## src/hw/twb_pkg.sv

```systemverilog
// Purpose: Shared constants and types of the two-wire bus control block.
// Assumes: 8-bit special function register port, 40 MHz mclk.
// Notes:   Offsets are byte addresses on the register port.
package twb_pkg;

    // Register offsets
    localparam logic [7:0] OFS_PIN_FUNC   = 8'h9b;  // Pin function enable
    localparam logic [7:0] OFS_CTRL_PRI   = 8'hc2;  // Primary control
    localparam logic [7:0] OFS_CTRL_SEC   = 8'hc3;  // Secondary control
    localparam logic [7:0] OFS_OWN_ADDR   = 8'hc1;  // Own address
    localparam logic [7:0] OFS_STATUS     = 8'hc0;  // Status (fail, initiator)

    // Pin function enable fields
    localparam int BIT_SDA_TAKE    = 7;
    localparam int BIT_SCL_TAKE    = 6;
    localparam int BIT_PULSE_B     = 3;
    localparam int BIT_PULSE_A     = 2;
    // Primary control fields
    localparam int BIT_IF_ENABLE   = 7;
    localparam int BIT_BUSY        = 3;
    // Secondary control fields
    localparam int BIT_ADDR_HIT    = 7;
    localparam int BIT_RESP_DIR    = 6;
    localparam int BIT_REPEAT      = 3;
    localparam int BIT_INIT_DIR    = 0;
    // Own address fields
    localparam int BIT_NIBBLE_CMP  = 0;
    // Status fields
    localparam int BIT_XFER_FAIL   = 5;
    localparam int BIT_INIT_MODE   = 1;

    // Values after reset
    localparam logic [7:0] RST_PIN_FUNC  = 8'h00;
    localparam logic [2:0] RST_RATE      = 3'h1;  // Divide by 64
    localparam logic [7:0] RST_OWN_ADDR  = 8'h00;

    // Quarter-bit divider base: 8 mclk per quarter gives mclk/32 per bit
    localparam int          QTR_BASE     = 8;
    localparam int          DIV_W        = 10;    // Holds 8 << 7 = 1024 counts
    localparam int          BITS_ADDR    = 8;     // Address plus direction bit
    localparam logic [3:0]  ACK_INDEX    = 4'h8;  // Ninth clock is acknowledge

    // Initiator sequencer states
    typedef enum logic [2:0] {
        ST_IDLE  = 3'b000,
        ST_START = 3'b001,
        ST_BIT   = 3'b010,
        ST_HOLD  = 3'b011,
        ST_STOP  = 3'b100
    } twb_state_e;

endpackage : twb_pkg

```

## src/hw/twb_rate_div.sv

```systemverilog
// Purpose: Quarter-bit tick generator for the initiator bit clock.
// Assumes: Selection code is stable while a transfer runs.
// Notes:   Four ticks make one bit, so the bit rate is mclk / (32 << sel).
`timescale 1ns/100ps
module twb_rate_div (
    input  wire logic                     mclk,
    input  wire logic                     rst,
    input  wire logic                     run,
    input  wire logic [2:0]               rate_sel,
    output logic                          qtr_tick
);
    logic [twb_pkg::DIV_W-1:0] cnt_q;  // Down counter
    logic [twb_pkg::DIV_W-1:0] reload; // Period minus one

    // Period doubles for every step of the code
    assign reload = (twb_pkg::DIV_W'(twb_pkg::QTR_BASE) << rate_sel) - 1'b1;

    // Counter restarts at zero while idle so the first tick comes one cycle after run rises
    always_ff @(posedge mclk) begin
        if (rst || !run) begin
            cnt_q    <= '0;
            qtr_tick <= 1'b0;
        end else if (cnt_q == '0) begin
            cnt_q    <= reload;
            qtr_tick <= 1'b1;  // Fastest code gives 1.25 Mbit/s, over 400k
        end else begin
            cnt_q    <= cnt_q - 1'b1;
            qtr_tick <= 1'b0;
        end
    end
endmodule : twb_rate_div

```

## src/hw/twb_bus_ctrl.sv

```systemverilog
// Purpose: Two-wire bus control: pin takeover, enable, busy, rate, address match.
// Assumes: Open-drain lines; an oe of 1 pulls the line low.
// Notes:   Data bytes after the address belong to the data path outside.
// Contract
// - Adjustable initiator rate reaching 400 kbit/s
// - Take bits hand lines to interface
// - Bit 3 enables second pulse output
// - Interface works only when enabled
// - Busy set on start, cleared on stop
// - Rate code divides by 32 up to 4096
// - Reset rate code divides by 64
// - Hit flag when address equals own
// - Nibble option compares upper four bits
// - Direction flag updated after a matching address is received
// - Direction flag zero after reset
// - Repeat bit issues start, resends address
// - Nack after repeat: fail, clear, release
// - Repeat bit self-clears after start, reset
// - Initiator direction bit sent as read/write
// - Initiator bit starts start plus address
// - Own address bits 7:1 send and compare
// - Fail flag stays until software clears
`timescale 1ns/100ps
module twb_bus_ctrl (
    input  wire logic        mclk,
    input  wire logic        rst,
    input  wire logic [7:0]  sfr_addr,      // Register address
    input  wire logic        sfr_wr,        // Write strobe, one cycle
    input  wire logic        sfr_rd,        // Read strobe, one cycle
    input  wire logic [7:0]  sfr_wdata,     // Write data
    output logic      [7:0]  sfr_rdata,     // Read data, valid cycle after strobe
    input  wire logic        scl_pin_in,    // Clock line level
    input  wire logic        sda_pin_in,    // Data line level
    input  wire logic        port_scl_out,  // Ordinary port output for clock pin
    input  wire logic        port_scl_oe,
    input  wire logic        port_sda_out,  // Ordinary port output for data pin
    input  wire logic        port_sda_oe,
    output logic             scl_out,
    output logic             scl_oe,
    output logic             sda_out,
    output logic             sda_oe,
    output logic             pulse_a_en,    // Pulse output module enables
    output logic             pulse_b_en
);
    // Register state
    logic [7:0]  pin_func_q;         // Pin function enable
    logic        if_en_q;            // Interface enable
    logic        busy_q;             // Bus activity flag
    logic [2:0]  rate_q;             // Rate select
    logic        hit_q;              // Address hit flag
    logic        resp_dir_q;         // Responder direction flag
    logic        repeat_q;           // Repeat-start request
    logic        init_dir_q;         // Initiator direction bit
    logic [7:0]  own_addr_q;         // Own address and nibble option
    logic        fail_q;             // Transfer-fail flag
    logic        init_q;             // Initiator mode bit

    // Line synchronisers and edge history
    logic [1:0]  scl_sync_q;
    logic [1:0]  sda_sync_q;
    logic        scl_prev_q;
    logic        sda_prev_q;
    logic        scl_s;              // Synchronised clock line
    logic        sda_s;              // Synchronised data line
    logic        start_seen;         // Start condition on the bus
    logic        stop_seen;          // Stop condition on the bus
    logic        scl_rise;
    logic        scl_fall;

    // Initiator sequencer
    twb_pkg::twb_state_e state_q;
    logic [1:0]  qtr_q;              // Quarter within a bit
    logic [3:0]  bit_q;              // Bit index within the address frame
    logic [7:0]  shift_q;            // Address byte being sent
    logic        m_scl_low_q;        // Initiator pulls clock low
    logic        m_sda_low_q;        // Initiator pulls data low
    logic        was_repeat_q;       // Current address follows a repeated start
    logic        qtr_tick;
    logic        seq_run;

    // Responder receiver
    logic [3:0]  r_cnt_q;            // Bits taken since start
    logic [7:0]  r_shift_q;          // Received address byte
    logic        r_active_q;         // Address phase open
    logic        r_ack_q;            // Responder pulls data low for acknowledge

    // Write decode used by every register
    function automatic logic wr_hit(input logic [7:0] a, input logic [7:0] ofs);
        wr_hit = (a == ofs);
    endfunction : wr_hit

    // Address compare, full seven bits or upper nibble only
    function automatic logic addr_match(input logic [7:0] rx, input logic [7:0] own);
        if (own[twb_pkg::BIT_NIBBLE_CMP])
            addr_match = (rx[7:4] == own[7:4]);
        else
            addr_match = (rx[7:1] == own[7:1]);
    endfunction : addr_match

    assign scl_s      = scl_sync_q[1];
    assign sda_s      = sda_sync_q[1];
    assign start_seen = scl_s && scl_prev_q && sda_prev_q && !sda_s;
    assign stop_seen  = scl_s && scl_prev_q && !sda_prev_q && sda_s;
    assign scl_rise   = scl_s && !scl_prev_q;
    assign scl_fall   = !scl_s && scl_prev_q;
    assign seq_run    = if_en_q && (state_q != twb_pkg::ST_IDLE);

    // Two-stage synchronisers; only the second stage feeds logic
    always_ff @(posedge mclk) begin
        if (rst) begin
            scl_sync_q <= 2'h3;
            sda_sync_q <= 2'h3;
            scl_prev_q <= 1'b1;
            sda_prev_q <= 1'b1;
        end else begin
            scl_sync_q <= {scl_sync_q[0], scl_pin_in};
            sda_sync_q <= {sda_sync_q[0], sda_pin_in};
            scl_prev_q <= scl_sync_q[1];
            sda_prev_q <= sda_sync_q[1];
        end
    end

    // Bit clock divider
    twb_rate_div u_rate_div (
        .mclk     (mclk),
        .rst      (rst),
        .run      (seq_run),
        .rate_sel (rate_q),
        .qtr_tick (qtr_tick)
    );

    // Pin function enable register
    always_ff @(posedge mclk) begin
        if (rst)
            pin_func_q <= twb_pkg::RST_PIN_FUNC;
        else if (sfr_wr && wr_hit(sfr_addr, twb_pkg::OFS_PIN_FUNC))
            pin_func_q <= sfr_wdata & 8'hcc;  // Unused bits stay zero
    end

    // Primary control: enable and rate select
    always_ff @(posedge mclk) begin
        if (rst) begin
            if_en_q <= 1'b0;
            rate_q  <= twb_pkg::RST_RATE;
        end else if (sfr_wr && wr_hit(sfr_addr, twb_pkg::OFS_CTRL_PRI)) begin
            if_en_q <= sfr_wdata[twb_pkg::BIT_IF_ENABLE];
            rate_q  <= sfr_wdata[2:0];
        end
    end

    // Bus activity: only watched while enabled, start sets, stop clears
    always_ff @(posedge mclk) begin
        if (rst || !if_en_q)
            busy_q <= 1'b0;
        else if (start_seen)
            busy_q <= 1'b1;
        else if (stop_seen)
            busy_q <= 1'b0;
    end

    // Own address register
    always_ff @(posedge mclk) begin
        if (rst)
            own_addr_q <= twb_pkg::RST_OWN_ADDR;
        else if (sfr_wr && wr_hit(sfr_addr, twb_pkg::OFS_OWN_ADDR))
            own_addr_q <= sfr_wdata;
    end

    // Initiator direction bit, plain software bit
    always_ff @(posedge mclk) begin
        if (rst)
            init_dir_q <= 1'b0;
        else if (sfr_wr && wr_hit(sfr_addr, twb_pkg::OFS_CTRL_SEC))
            init_dir_q <= sfr_wdata[twb_pkg::BIT_INIT_DIR];
    end

    // Repeat-start: software write wins over the hardware clear
    always_ff @(posedge mclk) begin
        if (rst)
            repeat_q <= 1'b0;
        else if (sfr_wr && wr_hit(sfr_addr, twb_pkg::OFS_CTRL_SEC))
            repeat_q <= sfr_wdata[twb_pkg::BIT_REPEAT] && init_q;
        // A repeated start or a nack consumes the request; one set during the first
        // start must survive it so the next acknowledge phase can act on it
        else if (state_q == twb_pkg::ST_START && qtr_tick && qtr_q == 2'h3
                 && was_repeat_q)
            repeat_q <= 1'b0;              // Repeated start generated
        else if (state_q == twb_pkg::ST_BIT && qtr_tick && qtr_q == 2'h3
                 && bit_q == twb_pkg::ACK_INDEX && sda_s)
            repeat_q <= 1'b0;
    end

    // Transfer-fail: nack sets it; only software clears, set wins
    always_ff @(posedge mclk) begin
        if (rst)
            fail_q <= 1'b0;
        else if (state_q == twb_pkg::ST_BIT && qtr_tick && qtr_q == 2'h3
                 && bit_q == twb_pkg::ACK_INDEX && sda_s)
            fail_q <= 1'b1;
        else if (sfr_wr && wr_hit(sfr_addr, twb_pkg::OFS_STATUS)
                 && !sfr_wdata[twb_pkg::BIT_XFER_FAIL])
            fail_q <= 1'b0;
    end

    // Initiator mode: software sets, sequencer clears after the stop
    always_ff @(posedge mclk) begin
        if (rst || !if_en_q)
            init_q <= 1'b0;
        else if (sfr_wr && wr_hit(sfr_addr, twb_pkg::OFS_STATUS))
            init_q <= sfr_wdata[twb_pkg::BIT_INIT_MODE];
        else if (state_q == twb_pkg::ST_STOP && qtr_tick && qtr_q == 2'h3)
            init_q <= 1'b0;
    end

    // Initiator sequencer; four quarters per bit, clock high in quarter 2 only.
    // Clock stretching and arbitration are left to the data path outside.
    always_ff @(posedge mclk) begin
        if (rst || !if_en_q) begin
            state_q      <= twb_pkg::ST_IDLE;
            qtr_q        <= 2'h0;
            bit_q        <= 4'h0;
            shift_q      <= 8'h00;
            m_scl_low_q  <= 1'b0;
            m_sda_low_q  <= 1'b0;
            was_repeat_q <= 1'b0;
        end else begin
            unique case (state_q)
                twb_pkg::ST_IDLE: begin
                    qtr_q <= 2'h0;
                    if (init_q && !busy_q) begin
                        state_q      <= twb_pkg::ST_START;
                        was_repeat_q <= 1'b0;
                    end
                end
                twb_pkg::ST_START: if (qtr_tick) begin
                    qtr_q <= qtr_q + 2'h1;
                    unique case (qtr_q)
                        2'h0: m_sda_low_q <= 1'b0;          // Release data first
                        2'h1: m_scl_low_q <= 1'b0;          // Then clock high
                        2'h2: m_sda_low_q <= 1'b1;          // Data falls: start
                        2'h3: begin
                            m_scl_low_q <= 1'b1;
                            bit_q       <= 4'h0;
                            // Address bits 7:1 then direction
                            shift_q     <= {own_addr_q[7:1], init_dir_q};
                            state_q     <= twb_pkg::ST_BIT;
                        end
                    endcase
                end
                twb_pkg::ST_BIT: if (qtr_tick) begin
                    qtr_q <= qtr_q + 2'h1;
                    unique case (qtr_q)
                        2'h0: begin
                            m_scl_low_q <= 1'b1;
                            // Acknowledge slot leaves data free for the responder
                            m_sda_low_q <= (bit_q != twb_pkg::ACK_INDEX) && !shift_q[7];
                        end
                        2'h1: ;                             // Data settles
                        2'h2: m_scl_low_q <= 1'b0;          // Clock high
                        2'h3: begin
                            m_scl_low_q <= 1'b1;
                            shift_q     <= {shift_q[6:0], 1'b0};
                            bit_q       <= bit_q + 4'h1;
                            if (bit_q == twb_pkg::ACK_INDEX) begin
                                // Nack releases the bus through a stop
                                state_q <= sda_s ? twb_pkg::ST_STOP : twb_pkg::ST_HOLD;
                            end
                        end
                    endcase
                end
                twb_pkg::ST_HOLD: begin
                    qtr_q       <= 2'h0;
                    m_scl_low_q <= 1'b1;           // Hold clock low between phases
                    if (repeat_q) begin
                        state_q      <= twb_pkg::ST_START;
                        was_repeat_q <= 1'b1;
                    end else if (!init_q) begin
                        state_q <= twb_pkg::ST_STOP;
                    end
                end
                twb_pkg::ST_STOP: if (qtr_tick) begin
                    qtr_q <= qtr_q + 2'h1;
                    unique case (qtr_q)
                        2'h0: begin
                            m_scl_low_q <= 1'b1;
                            m_sda_low_q <= 1'b1;
                        end
                        2'h1: ;
                        2'h2: m_scl_low_q <= 1'b0;          // Clock high
                        2'h3: begin
                            m_sda_low_q <= 1'b0;            // Data rises: stop
                            state_q     <= twb_pkg::ST_IDLE;
                        end
                    endcase
                end
                default: state_q <= twb_pkg::ST_IDLE;
            endcase
        end
    end

    // Responder address receiver; idle while disabled or in initiator mode
    always_ff @(posedge mclk) begin
        if (rst || !if_en_q) begin
            r_cnt_q    <= 4'h0;
            r_shift_q  <= 8'h00;
            r_active_q <= 1'b0;
            r_ack_q    <= 1'b0;
            hit_q      <= 1'b0;
            resp_dir_q <= 1'b0;
        end else if (start_seen && !init_q) begin
            r_cnt_q    <= 4'h0;
            r_active_q <= 1'b1;
            r_ack_q    <= 1'b0;
        end else if (stop_seen) begin
            r_active_q <= 1'b0;
            r_ack_q    <= 1'b0;
        end else if (r_active_q && scl_rise && r_cnt_q != twb_pkg::ACK_INDEX) begin
            r_shift_q <= {r_shift_q[6:0], sda_s};
            r_cnt_q   <= r_cnt_q + 4'h1;
        end else if (r_active_q && scl_fall && r_cnt_q == 4'(twb_pkg::BITS_ADDR)) begin
            if (!r_ack_q) begin
                hit_q   <= addr_match(r_shift_q, own_addr_q);
                r_ack_q <= addr_match(r_shift_q, own_addr_q);
                if (addr_match(r_shift_q, own_addr_q))
                    resp_dir_q <= r_shift_q[0];
            end else begin
                r_ack_q    <= 1'b0;        // Acknowledge clock done
                r_active_q <= 1'b0;
            end
        end
    end

    // Pin muxing; registered so every output comes from a flop
    always_ff @(posedge mclk) begin
        if (rst) begin
            scl_out <= 1'b1;
            scl_oe  <= 1'b0;
            sda_out <= 1'b1;
            sda_oe  <= 1'b0;
        end else begin
            if (pin_func_q[twb_pkg::BIT_SCL_TAKE]) begin
                scl_out <= 1'b0;
                scl_oe  <= if_en_q && m_scl_low_q;
            end else begin
                scl_out <= port_scl_out;
                scl_oe  <= port_scl_oe;
            end
            if (pin_func_q[twb_pkg::BIT_SDA_TAKE]) begin
                sda_out <= 1'b0;
                sda_oe  <= if_en_q && (m_sda_low_q || r_ack_q);
            end else begin
                sda_out <= port_sda_out;
                sda_oe  <= port_sda_oe;
            end
        end
    end

    // Pulse output enables
    always_ff @(posedge mclk) begin
        if (rst) begin
            pulse_a_en <= 1'b0;
            pulse_b_en <= 1'b0;
        end else begin
            pulse_a_en <= pin_func_q[twb_pkg::BIT_PULSE_A];
            pulse_b_en <= pin_func_q[twb_pkg::BIT_PULSE_B];
        end
    end

    // Read data; unmapped addresses read zero
    always_ff @(posedge mclk) begin
        if (rst) begin
            sfr_rdata <= 8'h00;
        end else if (sfr_rd) begin
            unique case (sfr_addr)
                twb_pkg::OFS_PIN_FUNC: sfr_rdata <= pin_func_q;
                twb_pkg::OFS_CTRL_PRI: sfr_rdata <= {if_en_q, 3'h0, busy_q, rate_q};
                twb_pkg::OFS_CTRL_SEC: sfr_rdata <= {hit_q, resp_dir_q, 2'h0,
                                                     repeat_q, 2'h0, init_dir_q};
                twb_pkg::OFS_OWN_ADDR: sfr_rdata <= own_addr_q;
                twb_pkg::OFS_STATUS:   sfr_rdata <= {2'h0, fail_q, 3'h0, init_q, 1'b0};
                default:               sfr_rdata <= 8'h00;
            endcase
        end
    end
endmodule : twb_bus_ctrl

```

## config.mk

```make
export PLATFORM = sky130hd
export DESIGN_NAME = twb_bus_ctrl
export DESIGN_NICKNAME = d
export VERILOG_FILES = /design/src/hw/twb_pkg.sv /design/src/hw/twb_rate_div.sv /design/src/hw/twb_bus_ctrl.sv
export SDC_FILE = /design/constraint.sdc
export NUM_CORES = 1
export LEC_CHECK = 0
export BUFFER_PORTS_ARGS = -buffer_cell sky130_fd_sc_hd__buf_2
export CAP_MARGIN = 40
export CORE_MARGIN = 10
export CORE_UTILIZATION = 40
export CTS_CLUSTER_DIAMETER = 60
export DETAILED_ROUTE_END_ITERATION = 10
export RECOVER_POWER = 50
export SETUP_SLACK_MARGIN = 0.5
export SLEW_MARGIN = 0
export SYNTH_ARGS = -nofsm -noshare
export SYNTH_HDL_FRONTEND = slang
export SYNTH_HIERARCHICAL = 1
export SYNTH_SLANG_ARGS = --single-unit
```

## constraint.sdc

```tcl
create_clock -name mclk -period 6.2 [get_ports mclk]
set_input_delay 0.93 -clock mclk [delete_from_list [all_inputs] [get_ports mclk]]
set_output_delay 0.93 -clock mclk [all_outputs]
set_load 0.05 [all_outputs]
```

==> impl_results.md <==
- CP Capture Type: flop
- Final wirelength: 10.3 mm
- Post-Syn Area per Cell: 8.79 sq um
- Yosys reg bits: 88
- Largest net degree at the start of global routing: 43
- Full die area: 15,600 sq um
- Worst r2r src: state_q[0]
- IO Pins: 40
- Final Hold Vio Count: 0
- WHS Endpoint: scl_sync_q[1]
- Hold Path Origin: scl_sync_q[0]
- Cells after synthesis: 502
- Area grow syn2layout: 8.96%
- Die height: 125 um
- Max Root-Sink Buffers: 2
- P per Cell Area: 200 nW/um^2
- Die Wd: 125 um
- Commonest cells after routing, fill and taps aside: dfxtp_1 (88), nor2_1 (53), a21oi_1 (39)
- Worst hold slack: 0.414 ns
- Number of iterations in the first detailed-routing pass: 5
- Max Freq: 0.259 GHz
- Clk root buf: clkbuf_8
- DP Wirelength: 7.38 mm
- HP Class: reg2reg
- Dpl cells: 653
- Failing checks: capacitance limit, slew limit
- Vias: 3,616
- CTS Buf Count: 9
- Reg2reg path depth: 4
- Clock sinks: 88
- Clock Skews: 0.0161 ns
- Leakage Power: 1.74 nW
- RSZ-0062 raised after global routing: no
- Port Buffers: 39
- ANT nets after route: 0
- Worst Hold Depth: 1
- CP Max Fanout: 42
- FP Rows: 38
- Antenna Cells: 0
- DRC viols: 0
- Remaining global-route overflow: 0
- # Max-Cap Violations: 2
- Post-synth net total: 537
- CTS tree: done
- Fin crit share: 62.4%
- Fin. max-slew vios: 78
- Clk slew on worst S/H paths: 0.07 ns
- CP Class: in2reg
- Arr. time, crit path: 4.10 ns
- Synth warn: 6
- CP startpoint kind: input port
- Worst-Skew Late Latency: 0.36 ns
- Status: finished, violations left
- Starting DRT DRC Count: 253
- Cts hold-fix bufs: 0
- Setup tns final: 0 ns
- Worst-Margin Slew: 1.76 ns
- Fin worst setup slack: 2.33 ns
- Vias in the first global route: 3,358
- First-pass GRT wire length: 17.1 mm
- Post-Syn Area: 4410 sq um
- Prevailing post-synth register cell: dfxtp_1
- Post_cts resized: 0
- Via/cell ratio: 5.41
- Async SR Flop Fraction: 0%
- Wire length per cell: 15.5 um
- Unique masters post-synth: 66
- EDFF count, synth: 0
- Peak supply drop: 0.000124 V
- Placer Congestion: 0.847
- Seq/Total Area, Yosys: 39.9%
- GRT Total Usage: 12.9%
- Initial Util: 40.7%
- Finished Core Util: 44.3%
- Final nets: 559
- Core area: 10,800 sq um
- Post-CTS setup repair buffer count: 0
- H-tree depth: 3
- Share of cells above drive strength 1: 13.2%
- Worst R2R End: shift_q[4]
- Final Critical Period: 3.87 ns
- Slew headroom: -17.0%
- Final setup viols: 0
- Commonest non-fill, non-tap cell in the layout: dfxtp_1
- Dpl ws: 3.55 ns
- Cell Count, Final, Fillers Out: 669
- Initial antenna violation count: 0
- WP data required: 6.44 ns
- R2R Setup Slk: 3.82 ns
-- cells by family after synthesis --
kind of cell    Yosys count  share of synthesized area [%]
simple gates            188                           23.5
compound gates          113                           16.9
flops                    88                           39.9
buf+inv                  52                           5.59
mux                      38                           8.74
xor+xnor                 13                           2.58
fa+ha+maj                10                           2.78
-- worst max-delay path by stage --
stage / start / end / slack, ns
4_1_cts: state_q[0] / shift_q[4] / 3.81
3_5_place_dp: sfr_addr[5] / own_addr_q[5] / 3.55
3_3_place_gp: sfr_addr[5] / own_addr_q[6] / 3.57
2_1_floorplan: sfr_addr[5] / own_addr_q[7] / 4.06
6_report: rst / r_cnt_q[2] / 2.33
5_1_grt: rst / r_cnt_q[1] / 1.97
-- through the flow --
stage          cell area, sq um  power, W
2_1_floorplan              4410  0.000609
3_3_place_gp               4640  0.000626
3_5_place_dp               4660  0.000626
4_1_cts                    4830  0.000979
5_1_grt                    4810   0.00101
6_report                   4810  0.000963
-- synth_stat cells, drive strengths merged (9+ instances only) --
master,n,area [sq um]
a21oi,39,195
ha,9,113
buf,14,103
nand2b,13,81.3
clkbuf,20,76.3
dfxtp,88,1760
mux2i,34,340
o21ai,18,90.1
nor2b,9,56.3
nand3,19,95.1
a211oi,11,97.6
inv,18,67.6
nand2,31,119
nor3,10,50.1
nor2,56,218
-- cell type report --
cell class	count	area [sq um]
clock inverters	3	17.5
repair buffers	45	223
fillers	1134	6030
inverters	18	67.6
multi-input cells	362	2410
well taps	140	175
clock buffers	13	149
flip-flops and latches	88	1760
-- sequential cells by signal, indices dropped and copies added, names as in the netlist, 2 cells and up --
signal,count
u_rate_div/cnt_q,10
own_addr_q,8
r_shift_q,8
sfr_rdata,8
shift_q,8
bit_q,4
pin_func_q,4
r_cnt_q,4
rate_q,3
state_q,3
qtr_q,2
scl_sync_q,2
sda_sync_q,2
-- layer usage --
metal | part of all wire, % | vias to the layer above | global-route usage [%]
li1 | - | 1832 | -
met3 | 4.9 | 12 | 3.97
met5 | 0 | - | 0
met1 | 49 | 1700 | 17.5
met4 | 0.96 | 0 | 3.18
met2 | 45 | 72 | 19.6
-- worst max-delay path, stage by stage --
cell and delay (ns):
buf_2 0.07, clkbuf_1 1.25, nand2b_1 0.22, clkbuf_1 1.15
nand2b_1 0.36, nor2_1 0.08
-- power by group --
part           internal (W)  switching, W  total [W]
clock network      0.000156      0.000195   0.000351
registers          0.000569    0.00000232   0.000571
logic             0.0000138     0.0000269  0.0000407
total              0.000738      0.000224   0.000963
No activity file was read; power rests on OpenSTA's default activity.
